===== config.mk =====
export PLATFORM = sky130hd
export DESIGN_NAME = isc_top
export DESIGN_NICKNAME = d
export VERILOG_FILES = /design/src/design/isc_pkg.sv /design/src/design/isc_asin_core.sv /design/src/design/isc_top.sv
export SDC_FILE = /design/constraint.sdc
export NUM_CORES = 1
export LEC_CHECK = 0
export BUFFER_PORTS_ARGS = -buffer_cell sky130_fd_sc_hd__buf_2
export CORE_MARGIN = 5
export CORE_UTILIZATION = 46
export CTS_BUF_LIST = sky130_fd_sc_hd__clkbuf_16
export DETAILED_ROUTE_END_ITERATION = 10
export SLEW_MARGIN = 10
export SYNTH_ARGS = -nofsm -noshare
export SYNTH_HDL_FRONTEND = slang
export SYNTH_HIERARCHICAL = 1
export SYNTH_SLANG_ARGS = --single-unit

===== constraint.sdc =====
create_clock -name pclk -period 25.9 [get_ports pclk]
set_input_delay 5.18 -clock pclk [delete_from_list [all_inputs] [get_ports pclk]]
set_output_delay 5.18 -clock pclk [all_outputs]
set_load 0.005 [all_outputs]

===== src/design/isc_pkg.sv =====
// constants and types of the inverse sine / cosine unit: APB map, fields, codes, reset values
// assumes a single pclk domain and an APB master driving the register bus
package isc_pkg;
	localparam int              ADDR_W       = 8;
	localparam logic [7:0]      OFF_CTRL     = 8'h00;
	localparam logic [7:0]      OFF_MODE     = 8'h04;
	localparam logic [7:0]      OFF_SRC      = 8'h08;
	localparam logic [7:0]      OFF_DST      = 8'h0C;
	localparam logic [7:0]      OFF_FLAGS    = 8'h10;
	localparam logic [7:0]      OFF_IRQ_STAT = 8'h14;
	localparam logic [7:0]      OFF_IRQ_MASK = 8'h18;

	// control and mode words: go pulse, rung condition, operation, source and destination types, indirect bits and files
	localparam int              CTRL_GO      = 0;
	localparam int              CTRL_RUNG    = 1;
	localparam int              CTRL_ACOS    = 2;
	localparam int              CTRL_STYPE   = 4;
	localparam int              CTRL_DTYPE   = 6;
	localparam int              MODE_SRC_IND = 0;
	localparam int              MODE_SRC_FILE = 4;
	localparam int              MODE_DST_IND = 8;
	localparam int              MODE_DST_FILE = 12;

	localparam int              FLG_C        = 0;
	localparam int              FLG_V        = 1;
	localparam int              FLG_Z        = 2;
	localparam int              FLG_S        = 3;
	localparam int              FLG_TRAP     = 4;
	localparam int              FLG_BUSY     = 8;
	localparam int              IRQ_DONE     = 0;
	localparam int              IRQ_OVF      = 1;
	localparam int              IRQ_REJ      = 2;
	localparam int              IRQ_W        = 3;

	// file kinds 1..A: status, message, pid, clock, hs counter, pulse out, interrupt, comms, io status, data log
	localparam logic [3:0]      FILE_BARRED_LO = 4'h1;
	localparam logic [3:0]      FILE_BARRED_HI = 4'hA;

	localparam logic [3:0]      FLAGS_NONE   = 4'h0;
	localparam logic [3:0]      FLAGS_V      = 4'h2;
	localparam logic [3:0]      FLAGS_Z      = 4'h4;
	localparam logic [3:0]      FLAGS_S      = 4'h8;
	localparam logic [31:0]     NAN_PATTERN  = 32'h7FFFFFFF;
	localparam logic [31:0]     WORD_SAT     = 32'h00007FFF;
	localparam logic [31:0]     DWORD_SAT    = 32'h7FFFFFFF;

	// fixed point Q16 working format, pi taken as 3.1416
	localparam int              RES_W        = 19;
	localparam logic [16:0]     ONE_Q16      = 17'h10000;
	localparam logic [18:0]     HALF_Q16     = 19'h08000;
	localparam logic [15:0]     HALF_FRAC    = 16'h8000;
	localparam logic [18:0]     HALF_PI_Q16  = 19'h19220;
	localparam logic [7:0]      FLT_EXP_ALL  = 8'hFF;
	localparam logic [7:0]      FLT_EXP_ONE  = 8'h7F;
	localparam logic [7:0]      FLT_EXP_Q16  = 8'h6F;
	localparam logic [7:0]      FLT_SHIFT_Q16 = 8'h86;
	localparam logic [4:0]      FLT_MANT_W   = 5'h17;

	localparam logic [7:0]      RST_CTRL     = 8'h00;
	localparam logic [15:0]     RST_MODE     = 16'h0000;
	localparam logic [31:0]     RST_WORD     = 32'h00000000;
	localparam logic [2:0]      RST_MASK     = 3'h0;

	typedef enum logic [1:0] {ISC_WORD, ISC_DWORD, ISC_FLOAT, ISC_FLOAT_ALT} isc_type_e;
	typedef enum logic [1:0] {ISC_CLS_OK, ISC_CLS_DENORM, ISC_CLS_INVALID} isc_class_e;
	typedef enum logic {ISC_IDLE, ISC_CALC} isc_state_e;
endpackage


===== src/design/isc_asin_core.sv =====
// arc sine of a magnitude in Q1.16, result in Q2.16, one cycle after start
// assumes start is a one-cycle pulse and x_mag never exceeds 1.0
`timescale 1ns/1ns
module isc_asin_core (
	input  wire logic        pclk,
	input  wire logic        presetn,
	input  wire logic        start,
	input  wire logic [16:0] x_mag,
	output logic      [17:0] y_mag,
	output logic             done
);
	import isc_pkg::*;

	typedef struct packed {
		logic [17:0] y;
		logic        done;
	} isc_core_s;

	isc_core_s   st_reg;
	isc_core_s   st_next;
	logic [3:0]  seg;
	logic [11:0] frac;
	logic [17:0] lo;
	logic [17:0] hi;
	logic [29:0] prod;

	// seventeen knots of asin(k/16); the last segment is steep, so accuracy is worst near 1
	function automatic logic [17:0] knot(input logic [4:0] k);
		unique case (k)
			5'h00: knot = 18'h00000;
			5'h01: knot = 18'h01003;
			5'h02: knot = 18'h02016;
			5'h03: knot = 18'h03049;
			5'h04: knot = 18'h040B0;
			5'h05: knot = 18'h05158;
			5'h06: knot = 18'h06268;
			5'h07: knot = 18'h073ED;
			5'h08: knot = 18'h0860B;
			5'h09: knot = 18'h098D9;
			5'h0A: knot = 18'h0ACD6;
			5'h0B: knot = 18'h0C212;
			5'h0C: knot = 18'h0D91B;
			5'h0D: knot = 18'h0F2B8;
			5'h0E: knot = 18'h110C0;
			5'h0F: knot = 18'h140D4;
			default: knot = HALF_PI_Q16[17:0];
		endcase
	endfunction

	always_comb begin
		seg          = x_mag[15:12];
		frac         = x_mag[11:0];
		lo           = knot({1'b0, seg});
		hi           = knot({1'b0, seg} + 5'h01);
		prod         = 30'(hi - lo) * 30'(frac);
		st_next      = st_reg;
		st_next.done = start;
		if (start) begin
			st_next.y = x_mag[16] ? HALF_PI_Q16[17:0] : lo + prod[29:12];
		end
	end

	always_ff @(posedge pclk or negedge presetn) begin
		if (!presetn) begin
			st_reg <= '0;
		end else begin
			st_reg <= st_next;
		end
	end

	assign y_mag = st_reg.y;
	assign done  = st_reg.done;
endmodule


===== src/design/isc_top.sv =====
// inverse sine / cosine unit behind an APB slave, with sticky interrupt status
// assumes software keeps ctrl and src steady while busy; such writes are dropped
`timescale 1ns/1ns
module isc_top (
	input  wire logic                       pclk,
	input  wire logic                       presetn,
	input  wire logic                       psel,
	input  wire logic                       penable,
	input  wire logic                       pwrite,
	input  wire logic [isc_pkg::ADDR_W-1:0] paddr,
	input  wire logic [31:0]                pwdata,
	output logic      [31:0]                prdata,
	output logic                            pready,
	output logic                            pslverr,
	output logic                            irq
);
	import isc_pkg::*;

	typedef struct packed {
		isc_state_e       fsm;
		logic [7:0]       ctrl;
		logic [15:0]      mode;
		logic [31:0]      src;
		logic [31:0]      dst;
		logic [3:0]       flags;
		logic             trap;
		logic [IRQ_W-1:0] irq_stat;
		logic [IRQ_W-1:0] irq_mask;
		logic [IRQ_W-1:0] irq_seen;
		logic             launch;
		logic             core_go;
		isc_class_e       cls;
		logic             neg;
		logic [16:0]      xmag;
		logic             wb;
		logic             done_p;
		logic [31:0]      prdata;
		logic             pready;
		logic             pslverr;
		logic             irq;
	} isc_top_s;

	isc_top_s         st_reg;
	isc_top_s         st_next;
	logic [17:0]      core_y;
	logic             core_done;
	logic             acc;
	logic             commit;
	logic             busy;
	logic             flt_dst;
	logic             rejected;
	logic [IRQ_W-1:0] ev;
	logic [IRQ_W-1:0] clr;
	logic [31:0]      rd_val;
	isc_type_e        stype;
	isc_type_e        dtype;
	isc_class_e       cls_c;
	logic             neg_c;
	logic [16:0]      xmag_c;
	logic [15:0]      w_abs;
	logic [31:0]      d_abs;
	logic [7:0]       f_exp;
	logic [18:0]      rmag;
	logic             rneg;

	function automatic logic barred(input logic ind, input logic [3:0] file);
		barred = ind && (file >= FILE_BARRED_LO) && (file <= FILE_BARRED_HI);
	endfunction

	function automatic logic [2:0] rnd_half_even(input logic [18:0] mag);
		logic up;
		up            = (mag[15:0] > HALF_FRAC) || ((mag[15:0] == HALF_FRAC) && mag[16]);
		rnd_half_even = mag[18:16] + {2'h0, up};
	endfunction

	function automatic logic [31:0] int_result(input isc_type_e dt, input logic neg, input logic [2:0] mag);
		logic [31:0] v;
		v          = neg ? 32'(-{29'h0, mag}) : {29'h0, mag};
		int_result = (dt == ISC_WORD) ? {16'h0000, v[15:0]} : v;
	endfunction

	// every Q16 value has at most 19 significant bits, so the float is exact and needs no rounding step
	function automatic logic [31:0] flt_result(input logic neg, input logic [18:0] mag);
		logic [4:0]  msb;
		logic [41:0] wide;
		msb = 5'h00;
		for (int i = 0; i < RES_W; i++) begin
			if (mag[i]) begin
				msb = 5'(i);
			end
		end
		wide       = {23'h000000, mag} << (FLT_MANT_W - msb);
		flt_result = {neg, FLT_EXP_Q16 + {3'h0, msb}, wide[22:0]};
	endfunction

	isc_asin_core u_core (
		.pclk    (pclk),
		.presetn (presetn),
		.start   (st_reg.core_go),
		.x_mag   (st_reg.xmag),
		.y_mag   (core_y),
		.done    (core_done)
	);

	always_comb begin
		st_next         = st_reg;
		st_next.wb      = 1'b0;
		st_next.done_p  = 1'b0;
		st_next.core_go = 1'b0;
		st_next.launch  = 1'b0;
		ev              = '0;
		clr             = '0;
		stype           = isc_type_e'(st_reg.ctrl[CTRL_STYPE +: 2]);
		dtype           = isc_type_e'(st_reg.ctrl[CTRL_DTYPE +: 2]);
		flt_dst         = (dtype == ISC_FLOAT) || (dtype == ISC_FLOAT_ALT);
		busy            = (st_reg.fsm != ISC_IDLE) || st_reg.launch;
		rejected        = barred(st_reg.mode[MODE_SRC_IND], st_reg.mode[MODE_SRC_FILE +: 4])
			|| barred(st_reg.mode[MODE_DST_IND], st_reg.mode[MODE_DST_FILE +: 4]);
		w_abs           = st_reg.src[15] ? 16'(-st_reg.src[15:0]) : st_reg.src[15:0];
		d_abs           = st_reg.src[31] ? 32'(-st_reg.src) : st_reg.src;
		f_exp           = st_reg.src[30:23];

		// source to Q1.16 magnitude and sign, whatever its type
		cls_c  = ISC_CLS_OK;
		xmag_c = '0;
		unique case (stype)
			ISC_WORD: begin
				neg_c  = st_reg.src[15];
				xmag_c = w_abs[0] ? ONE_Q16 : 17'h00000;
				if (w_abs > 16'h0001) begin
					cls_c = ISC_CLS_INVALID;
				end
			end
			ISC_DWORD: begin
				neg_c  = st_reg.src[31];
				xmag_c = d_abs[0] ? ONE_Q16 : 17'h00000;
				if (d_abs > 32'h00000001) begin
					cls_c = ISC_CLS_INVALID;
				end
			end
			ISC_FLOAT, ISC_FLOAT_ALT: begin
				neg_c = st_reg.src[31];
				if (f_exp == FLT_EXP_ALL) begin
					cls_c = ISC_CLS_INVALID;
				end else if (f_exp == 8'h00) begin
					// for acos a denormal is simply zero and yields half pi
					if ((st_reg.src[22:0] != 23'h000000) && !st_reg.ctrl[CTRL_ACOS]) begin
						cls_c = ISC_CLS_DENORM;
					end
				end else if ((f_exp > FLT_EXP_ONE) || ((f_exp == FLT_EXP_ONE) && (st_reg.src[22:0] != 23'h000000))) begin
					cls_c = ISC_CLS_INVALID;
				end else if (f_exp == FLT_EXP_ONE) begin
					xmag_c = ONE_Q16;
				end else begin
					xmag_c = 17'({1'b1, st_reg.src[22:0]} >> (FLT_SHIFT_Q16 - f_exp));
				end
			end
		endcase
		// a tiny negative source collapses to +0 and must not raise the sign flag
		neg_c = neg_c && (xmag_c != 17'h00000);

		if (st_reg.ctrl[CTRL_ACOS]) begin
			rmag = st_reg.neg ? HALF_PI_Q16 + {1'b0, core_y} : HALF_PI_Q16 - {1'b0, core_y};
			rneg = 1'b0;
		end else begin
			rmag = {1'b0, core_y};
			rneg = st_reg.neg;
		end

		// APB: one wait state, effects only at the edge that completes the access
		acc              = psel && penable;
		commit           = acc && st_reg.pready;
		st_next.pready   = acc && !st_reg.pready;
		st_next.pslverr  = 1'b0;
		unique case (paddr)
			OFF_CTRL:     rd_val = {24'h000000, st_reg.ctrl};
			OFF_MODE:     rd_val = {16'h0000, st_reg.mode};
			OFF_SRC:      rd_val = st_reg.src;
			OFF_DST:      rd_val = st_reg.dst;
			OFF_FLAGS:    rd_val = {23'h000000, busy, 3'h0, st_reg.trap, st_reg.flags};
			OFF_IRQ_STAT: rd_val = {29'h00000000, st_reg.irq_stat};
			OFF_IRQ_MASK: rd_val = {29'h00000000, st_reg.irq_mask};
			default:      begin
				rd_val          = RST_WORD;
				st_next.pslverr = acc && !st_reg.pready;
			end
		endcase
		if (acc && !st_reg.pready && !pwrite) begin
			st_next.prdata   = rd_val;
			st_next.irq_seen = (paddr == OFF_IRQ_STAT) ? st_reg.irq_stat : '0;
		end
		if (commit && !pwrite && (paddr == OFF_IRQ_STAT)) begin
			// only bits that were actually returned get cleared
			clr = st_reg.irq_seen;
		end
		if (commit && pwrite) begin
			unique case (paddr)
				OFF_CTRL: begin
					if (!busy) begin
						st_next.ctrl   = {pwdata[7:1], 1'b0};
						st_next.launch = pwdata[CTRL_GO];
					end
				end
				OFF_MODE:     st_next.mode = pwdata[15:0];
				OFF_SRC: begin
					if (!busy) begin
						st_next.src = pwdata;
					end
				end
				OFF_FLAGS: begin
					if (!pwdata[FLG_TRAP]) begin
						st_next.trap = 1'b0;
					end
				end
				OFF_IRQ_MASK: st_next.irq_mask = pwdata[IRQ_W-1:0];
				default:      st_next.ctrl = st_reg.ctrl;
			endcase
		end

		// engine runs after the bus so that a hardware set beats a software clear
		unique case (st_reg.fsm)
			ISC_IDLE: begin
				if (st_reg.launch) begin
					if (!st_reg.ctrl[CTRL_RUNG]) begin
						st_next.done_p = 1'b1;
					end else if (rejected) begin
						st_next.done_p = 1'b1;
						ev[IRQ_REJ]    = 1'b1;
					end else begin
						st_next.cls  = cls_c;
						st_next.neg  = neg_c;
						st_next.xmag = xmag_c;
						if (cls_c == ISC_CLS_OK) begin
							st_next.core_go = 1'b1;
							st_next.fsm     = ISC_CALC;
						end else if (cls_c == ISC_CLS_DENORM) begin
							st_next.dst    = RST_WORD;
							st_next.flags  = FLAGS_Z;
							st_next.wb     = 1'b1;
							st_next.done_p = 1'b1;
						end else begin
							st_next.dst    = flt_dst ? NAN_PATTERN : (dtype == ISC_WORD ? WORD_SAT : DWORD_SAT);
							st_next.flags  = FLAGS_V;
							st_next.trap   = 1'b1;
							st_next.wb     = 1'b1;
							st_next.done_p = 1'b1;
							ev[IRQ_OVF]    = 1'b1;
						end
					end
				end
			end
			ISC_CALC: begin
				if (core_done) begin
					st_next.fsm    = ISC_IDLE;
					st_next.wb     = 1'b1;
					st_next.done_p = 1'b1;
					if (!flt_dst) begin
						if (rmag < HALF_Q16) begin
							st_next.dst   = RST_WORD;
							st_next.flags = FLAGS_Z;
						end else begin
							st_next.dst   = int_result(dtype, rneg, rnd_half_even(rmag));
							st_next.flags = rneg ? FLAGS_S : FLAGS_NONE;
						end
					end else if (rmag == 19'h00000) begin
						st_next.dst   = RST_WORD;
						st_next.flags = FLAGS_Z;
					end else begin
						st_next.dst   = flt_result(rneg, rmag);
						st_next.flags = rneg ? FLAGS_S : FLAGS_NONE;
					end
				end
			end
		endcase
		ev[IRQ_DONE]     = st_next.done_p;
		st_next.irq_stat = (st_reg.irq_stat & ~clr) | ev;
		st_next.irq      = |(st_next.irq_stat & st_next.irq_mask);
	end

	always_ff @(posedge pclk or negedge presetn) begin
		if (!presetn) begin
			st_reg <= '0;
		end else begin
			st_reg <= st_next;
		end
	end

	assign prdata  = st_reg.prdata;
	assign pready  = st_reg.pready;
	assign pslverr = st_reg.pslverr;
	assign irq     = st_reg.irq;

	denorm_zero_a: assert property (
		@(posedge pclk) disable iff (!presetn)
		st_reg.wb && (st_reg.cls == ISC_CLS_DENORM)
		|-> (st_reg.dst == RST_WORD) && (st_reg.flags == FLAGS_Z) && (st_reg.trap == $past(st_reg.trap)))
		else $error("denormal source did not give zero with zero flag only");

	underflow_zero_a: assert property (
		@(posedge pclk) disable iff (!presetn)
		st_reg.wb && flt_dst && (st_reg.dst[30:0] == 31'h00000000)
		|-> !st_reg.dst[31] && (st_reg.flags == FLAGS_Z))
		else $error("zero float result is not positive zero with zero flag");

	// the core result still stands in the write-back cycle, so the threshold is checked on it
	small_int_a: assert property (
		@(posedge pclk) disable iff (!presetn)
		st_reg.wb && !flt_dst && (st_reg.cls == ISC_CLS_OK) && (rmag < HALF_Q16)
		|-> (st_reg.dst == RST_WORD) && (st_reg.flags == FLAGS_Z))
		else $error("integer result below one half is not zero with zero flag");

	float_sign_a: assert property (
		@(posedge pclk) disable iff (!presetn)
		st_reg.wb && flt_dst && (st_reg.cls == ISC_CLS_OK) && (rmag != 19'h00000)
		|-> (st_reg.flags == ((st_reg.neg && !st_reg.ctrl[CTRL_ACOS]) ? FLAGS_S : FLAGS_NONE))
			&& (st_reg.dst[31] == st_reg.flags[FLG_S]))
		else $error("float result sign flag does not follow the source sign");

	nan_float_a: assert property (
		@(posedge pclk) disable iff (!presetn)
		st_reg.wb && flt_dst && (st_reg.cls == ISC_CLS_INVALID)
		|-> (st_reg.dst == NAN_PATTERN) && (st_reg.flags == FLAGS_V) && st_reg.trap)
		else $error("float overflow did not give the nan pattern with V and trap");

	int_sat_a: assert property (
		@(posedge pclk) disable iff (!presetn)
		st_reg.wb && !flt_dst && (st_reg.cls == ISC_CLS_INVALID)
		|-> (st_reg.dst == ((dtype == ISC_WORD) ? WORD_SAT : DWORD_SAT)) && (st_reg.flags == FLAGS_V))
		else $error("integer overflow did not saturate to the positive maximum");

	trap_cause_a: assert property (
		@(posedge pclk) disable iff (!presetn)
		$rose(st_reg.trap) |-> st_reg.wb && st_reg.flags[FLG_V])
		else $error("trap bit rose without an overflow");

	trap_keep_a: assert property (
		@(posedge pclk) disable iff (!presetn)
		st_reg.trap && !(commit && pwrite && (paddr == OFF_FLAGS) && !pwdata[FLG_TRAP])
		|=> st_reg.trap)
		else $error("trap bit cleared without a software clear");

	reject_hold_a: assert property (
		@(posedge pclk) disable iff (!presetn)
		st_reg.launch && st_reg.ctrl[CTRL_RUNG] && rejected
		|=> !st_reg.wb && $stable(st_reg.dst) && st_reg.irq_stat[IRQ_REJ])
		else $error("barred indirect operand was not rejected");

	rung_false_a: assert property (
		@(posedge pclk) disable iff (!presetn)
		st_reg.launch && !st_reg.ctrl[CTRL_RUNG]
		|=> !st_reg.wb && $stable(st_reg.dst) && $stable(st_reg.flags) ##1 !st_reg.wb)
		else $error("false rung changed the destination or flags");

	done_bound_a: assert property (
		@(posedge pclk) disable iff (!presetn)
		st_reg.launch |-> ##[1:3] st_reg.done_p)
		else $error("operation did not finish within three cycles");
endmodule


After elaboration in Yosys (flattened, before gate mapping) --
Memory sizes are Yosys's and may differ from the RTL's. Index checks and enable logic that the tools add are counted.
Storage, ports and cells: flip-flop bits (word level) 178, bits in read-only memories 544, input bits 45, output and inout port bits 35, word-level logic and storage cells 209, memories 2
Memories:
- (name not given) | words 16, bits a word 17, rd ports 1, clocked after Yosys merged registers in 0, wr ports 0, line isc_asin_core.sv:29 | unique case (k)
- (name not given) | words 16, bits a word 17, rd ports 1, clocked after Yosys merged registers in 0, wr ports 0, line isc_asin_core.sv:29
Operators by class: $add $sub $neg 12, $mul 1, magnitude comparators 9, equal/unequal tests 20, shift-type cells 2, muxes and demuxes 95, bitwise gates (word level) 7, reductions and logical operators 40
Operators with widths (count):
- case mux 32 bit (7 select lines) | 1
- two-way mux 37 bit | 4
- two-way mux 36 bit | 4
- two-way mux 5 bit | 21
- two-way mux 17 bit | 6
- two-way mux 32 bit | 3
- case mux 36 bit (2 select lines) | 1
- two-way mux 31 bit | 2
- case mux 17 bit (3 select lines) | 1
- two-way mux 22 bit | 2
- two-way mux 19 bit | 2
- two-way mux 18 bit | 2
- two-way mux 35 bit | 1
- greater-than comparator 32 x 1 -> 1 bit (second input constant) | 1
- negation 3 -> 32 bit | 1
- negation 32 bit | 1
- multiplier 30 x 12 -> 30 bit | 1
- == test 8 x 5 -> 1 bit (second input constant) | 3
- two-way mux 1 bit | 24
- right shift 24 x 8 -> 17 bit | 1
- two-way mux 23 bit | 1
- nonzero test 23 bit | 1
- << shifter 19 x 5 -> 23 bit | 1
- two-way mux 21 bit | 1
- 49 further kinds | 100

Longest topological paths before layout --
word-level depth 31, mapped depth 48, mapped depth without buffers 46

By module --
The synthesis kept the hierarchy.
Modules (own cells, without submodules):
- isc_top | instances 1, cells an instance 1441, area each 12190.4 um^2
- isc_asin_core | instances 1, cells an instance 1362, area each 11009.3 um^2

Worst setup path before layout --
OpenSTA, ideal clock, no wires.
path type flip-flop to flip-flop, start reg st_reg[49] (netlist bit), end reg u_core.st_reg (netlist bit u_core/y_mag[17]), arrival 10.152 ns, data required time 25.810 ns, slack 15.658 ns, stages on the path, launching flop included 45, period minus slack after synthesis 10.242 ns, cells stage by stage dfrtp_1 -> clkbuf_1 -> inv_1 -> ha_1 -> clkbuf_1 -> o21ai_0 -> a21oi_1 -> a21o_1 -> ha_1 -> inv_1 -> fa_1 -> a211oi_1 -> o21ai_0 -> a21oi_1 -> o21ai_1 -> a21oi_1 -> xnor2_1 -> clkbuf_1 -> [9 not listed] -> ha_1 -> or4_4 -> a311oi_4 -> nor3b_1 -> o21a_1 -> o21a_1 -> nor3_1 -> nor2_1 -> ha_1 -> o21ai_0 -> a21oi_1 -> o211ai_1 -> a2111oi_0 -> nand3b_1 -> a21o_1 -> nand2_1 -> or3b_1 -> o2111ai_1
On the way: longest elaborated chain between the ends 7
RTL lines:
- from (decl) | line isc_top.sv:43 | isc_top_s st_reg;
- from (signal assigned) | line isc_top.sv:284 | st_reg <= st_next;
- adder 4 x 1 -> 5 bit | line isc_asin_core.sv:54 | hi = knot({1'b0, seg} + 5'h01);
- memory (16 x 17 bit)
- two-way mux 18 bit | line isc_asin_core.sv:29
- subtractor 18 x 18 -> 19 bit | line isc_asin_core.sv:55 | prod = 30'(hi - lo) * 30'(frac);
- multiplier 30 x 12 -> 30 bit | line isc_asin_core.sv:55
- adder 18 bit * | line isc_asin_core.sv:59 | st_next.y = x_mag[16] ? HALF_PI_Q16[17:0] : lo + prod[29:12];
- two-way mux 18 bit * | line isc_asin_core.sv:59
- to (signal assigned) | line isc_asin_core.sv:67 | st_reg <= st_next;
- to (decl) | line isc_asin_core.sv:19 | isc_core_s st_reg;
Every way passes the cells marked *; elsewhere a longest branch is shown, timed or not. A chain may end at the register's enable or synchronous reset.

Worst setup path in the final report --
Same ends and word-level chain as after synthesis.

==> flow_summary.yaml <==
finish:
  final_cell_mix: "345 x nand2_1, 309 x inv_1, 216 x nor2_1"
  multi_input_area_um2: 16700
  layout.nets: 3087
  n_fill_cell: 4932
  syn2layout_area_growth_pct: 5.33
  seqCellArea_um2: 4380
  drive_above_1_share_pct: 10.7
  fin_area_um2: 24400
  diodes: 0
  fin_util_pct: 48.8
  layout_commonest_cell: "nand2_1"
  largest_reg_flops: 111
sta:
  slew_violations: 0
  fin_ws_ns: 13.75
  clock.fmax_mhz: 82.3
  grt_setup_unrepaired: "no"
  fin_crit_ns: 12.15
  final.setup_skew_ns: 0.0189
  hold_viol: 0
  tightest_slew_ns: 1.23
  tns_ns: 0
  setup-violations-final: 0
  max_slew_margin_pct: 17.8
  post-route-period-util_pct: 46.9
logic_synthesis:
  synth_ff_type: "dfrtp_1"
  avgSynthCellArea_um2: 8.28
  yosys_warnings: 6
  netlist_top_cells_area: "dfrtp_1 19%, fa_1 18%, nand2_1 5.6%"
  synth_top_area_share_pct: 18.9
  ys_seq_elements: 175
  yosysTopAreaCell: "dfrtp_1"
  seq_area_frac_synth_pct: 18.9
  synthArstFlopShare_pct: 100
  syn_nets: 3154
  yosysUniqueCellTypes: 119
  synth_edf_count: 0
  synthCells: 2803
  syn_area_um2: 23200
detailed_routing:
  finalWirelength_mm: 70.9
  viasPerCell: 6.03
  vias: 20600
  drcViolationCount: 0
  drtPass1Iterations: 5
  post_drt_wl_per_cell_um: 20.7
  antenna_left: 0
  drt-initial-drc-count: 2102
place:
  numPortBuffers: 79
  place_area_um2: 23800
  dp_slack_ns: 13.97
  hpwlAfterDp_mm: 54.3
  globalplace.congestion: 0.934
pwr:
  ir_worst_vdd_mv: 0.0413
  p_int_mw: 0.429
  power_switching_mw: 0.163
  p_leak_nw: 11.3
  combPwrFrac_pct: 7.0
  power.density_nw_per_um2: 24.2
  p_sw_share_pct: 27.5
  clkPwrFrac_pct: 44.2
  power_mw: 0.592
  seq_power_share_pct: 48.8
global_route:
  overflow: 0
  grtUsageTotal_pct: 26.0
  antenna_found_initial: 0
  grt_pass1_vias: 20500
  grt_pass1_wl_mm: 115
  grt_max_degree: 70
worst_setup_path:
  critical_path.top_delay_family: "compound AO/OA/AOI/OAI gates"
  critPathBufInv: 3
  critical_path_class: "reg2reg"
  cp.arrival_ns: 12.50
  cp_slowest_cell: "dfrtp_1"
  max_stage_delay_ns: 0.88
  cpMostUsedCell: "fa_1"
  setup.worst_path.start_class: "flip-flop"
  cp_max_fo: 24
  required_ns: 26.24
  end_kind: "flip-flop"
die:
  core_area_um2: 50100
  start_util_pct: 46.3
  die_h_um: 235
  die_w_um: 235
  die_area_um2: 55000
  num_rows: 82
  io_pins: 80
clock_tree:
  clkLatencyLatePin_ns: 0.44
  htreeDepth: 4
  cts_setup_buffers: 0
  postCtsHoldBufs: 0
  clockBufferDepth: 2
  cts_buffers: 17
  clock-root-buffer: "clkbuf_16"
  cts_tree: "built"
  worst_setup_hold_path_clk_slew_ns: 0.07
  cts_sinks: 175
  ctsResizeCount: 0
status:
  status: "finished, final reports clean"
run:
  cap_viol_max_count: 0
min_path:
  hp-class: "reg2reg"
[worst register-to-register path: cells and delay by family, from the launching register on]
family,cells,cell delay (ns)
compound gates,18,4.47
fa+ha+maj,8,3.42
simple gates,12,2.46
flops,1,0.88
xor+xnor,1,0.68
buf+inv,3,0.14
[cells by family (layout without fill, tap and decap cells)]
| family | after synthesis | in the layout | share of synthesized area, % |
|---|---|---|---|
| muxes | 142 | 142 | 7.16 |
| buffers and inverters | 522 | 468 | 9.15 |
| and+or+nand+nor | 974 | 974 | 20.8 |
| AOI/OAI and AO/OA | 619 | 619 | 18.5 |
| DFF | 175 | 175 | 18.9 |
| adders and majority gates | 306 | 306 | 23.1 |
| xor gates and xnor gates | 65 | 65 | 2.45 |
[through the flow]
stage               hold slack, ns  cells
finish                       0.488   3421
global route                 0.504   3421
CTS                          0.489   3421
detailed placement           0.472   3389
global placement             0.461   3389
floorplan                    0.419   2803
[worst paths after layout]
kind,startpoint,end,slack [ns],cells after the start
min,st_reg[59]$_DFFE_PN0P_,st_reg[59]$_DFFE_PN0P_,0.49,2
min in group asynchronous,presetn,st_reg[118]$_DFFE_PN0P_,4.69,1
max reg2reg,st_reg[49]$_DFFE_PN0P_,u_core/y_mag[17]$_DFFE_PN0P_,13.75,42
max in group asynchronous,presetn,st_reg[103]$_DFFE_PN0P_,19.30,3
max,st_reg[49]$_DFFE_PN0P_,u_core/y_mag[17]$_DFFE_PN0P_,13.75,42
min reg2reg,st_reg[59]$_DFFE_PN0P_,st_reg[59]$_DFFE_PN0P_,0.49,2
[routing by layer]
metal	GRT usage, %	wire (µm)
met5	0	0
met3	3.39	4820
met2	42.0	33400
met4	3.85	609
met1	38.5	32100
[power by group through the flow]
stage	logic, mW	registers [mW]	clock network [mW]
after floorplan	0.0305	0.291	0
after global placement	0.0414	0.294	0
after detailed placement	0.0419	0.294	0
after CTS	0.0419	0.289	0.268
after global routing	0.0467	0.290	0.279
final	0.0413	0.289	0.261
[synthesized netlist by cell type, types with 24 or more instances]
| cell | number |
|---|---|
| a21oi_1 | 141 |
| and2_1 | 77 |
| fa_1 | 204 |
| nand2_1 | 345 |
| xor2_1 | 24 |
| mux2_2 | 70 |
| a221oi_1 | 28 |
| nor2b_1 | 32 |
| nand3_1 | 62 |
| xnor2_1 | 41 |
| dfrtp_1 | 175 |
| clkbuf_1 | 153 |
| a31oi_1 | 31 |
| nor3_1 | 42 |
| mux2i_1 | 58 |
| a21o_1 | 31 |
| o22ai_1 | 25 |
| nor2_1 | 218 |
| nand2b_1 | 48 |
| buf_4 | 34 |
| o21ai_0 | 120 |
| ha_1 | 102 |
| inv_1 | 309 |
[area by class of cell]
type | instances | share of cell area (%)
flip-flops and latches | 175 | 17.9
well taps | 672 | 3.44
inverters | 315 | 4.85
clock buffers | 17 | 1.74
clock inverters | 15 | 0.691
multi-input cells | 2106 | 68.4
repair buffers | 121 | 2.93
Note: power is estimated with default switching activity, not from simulation.
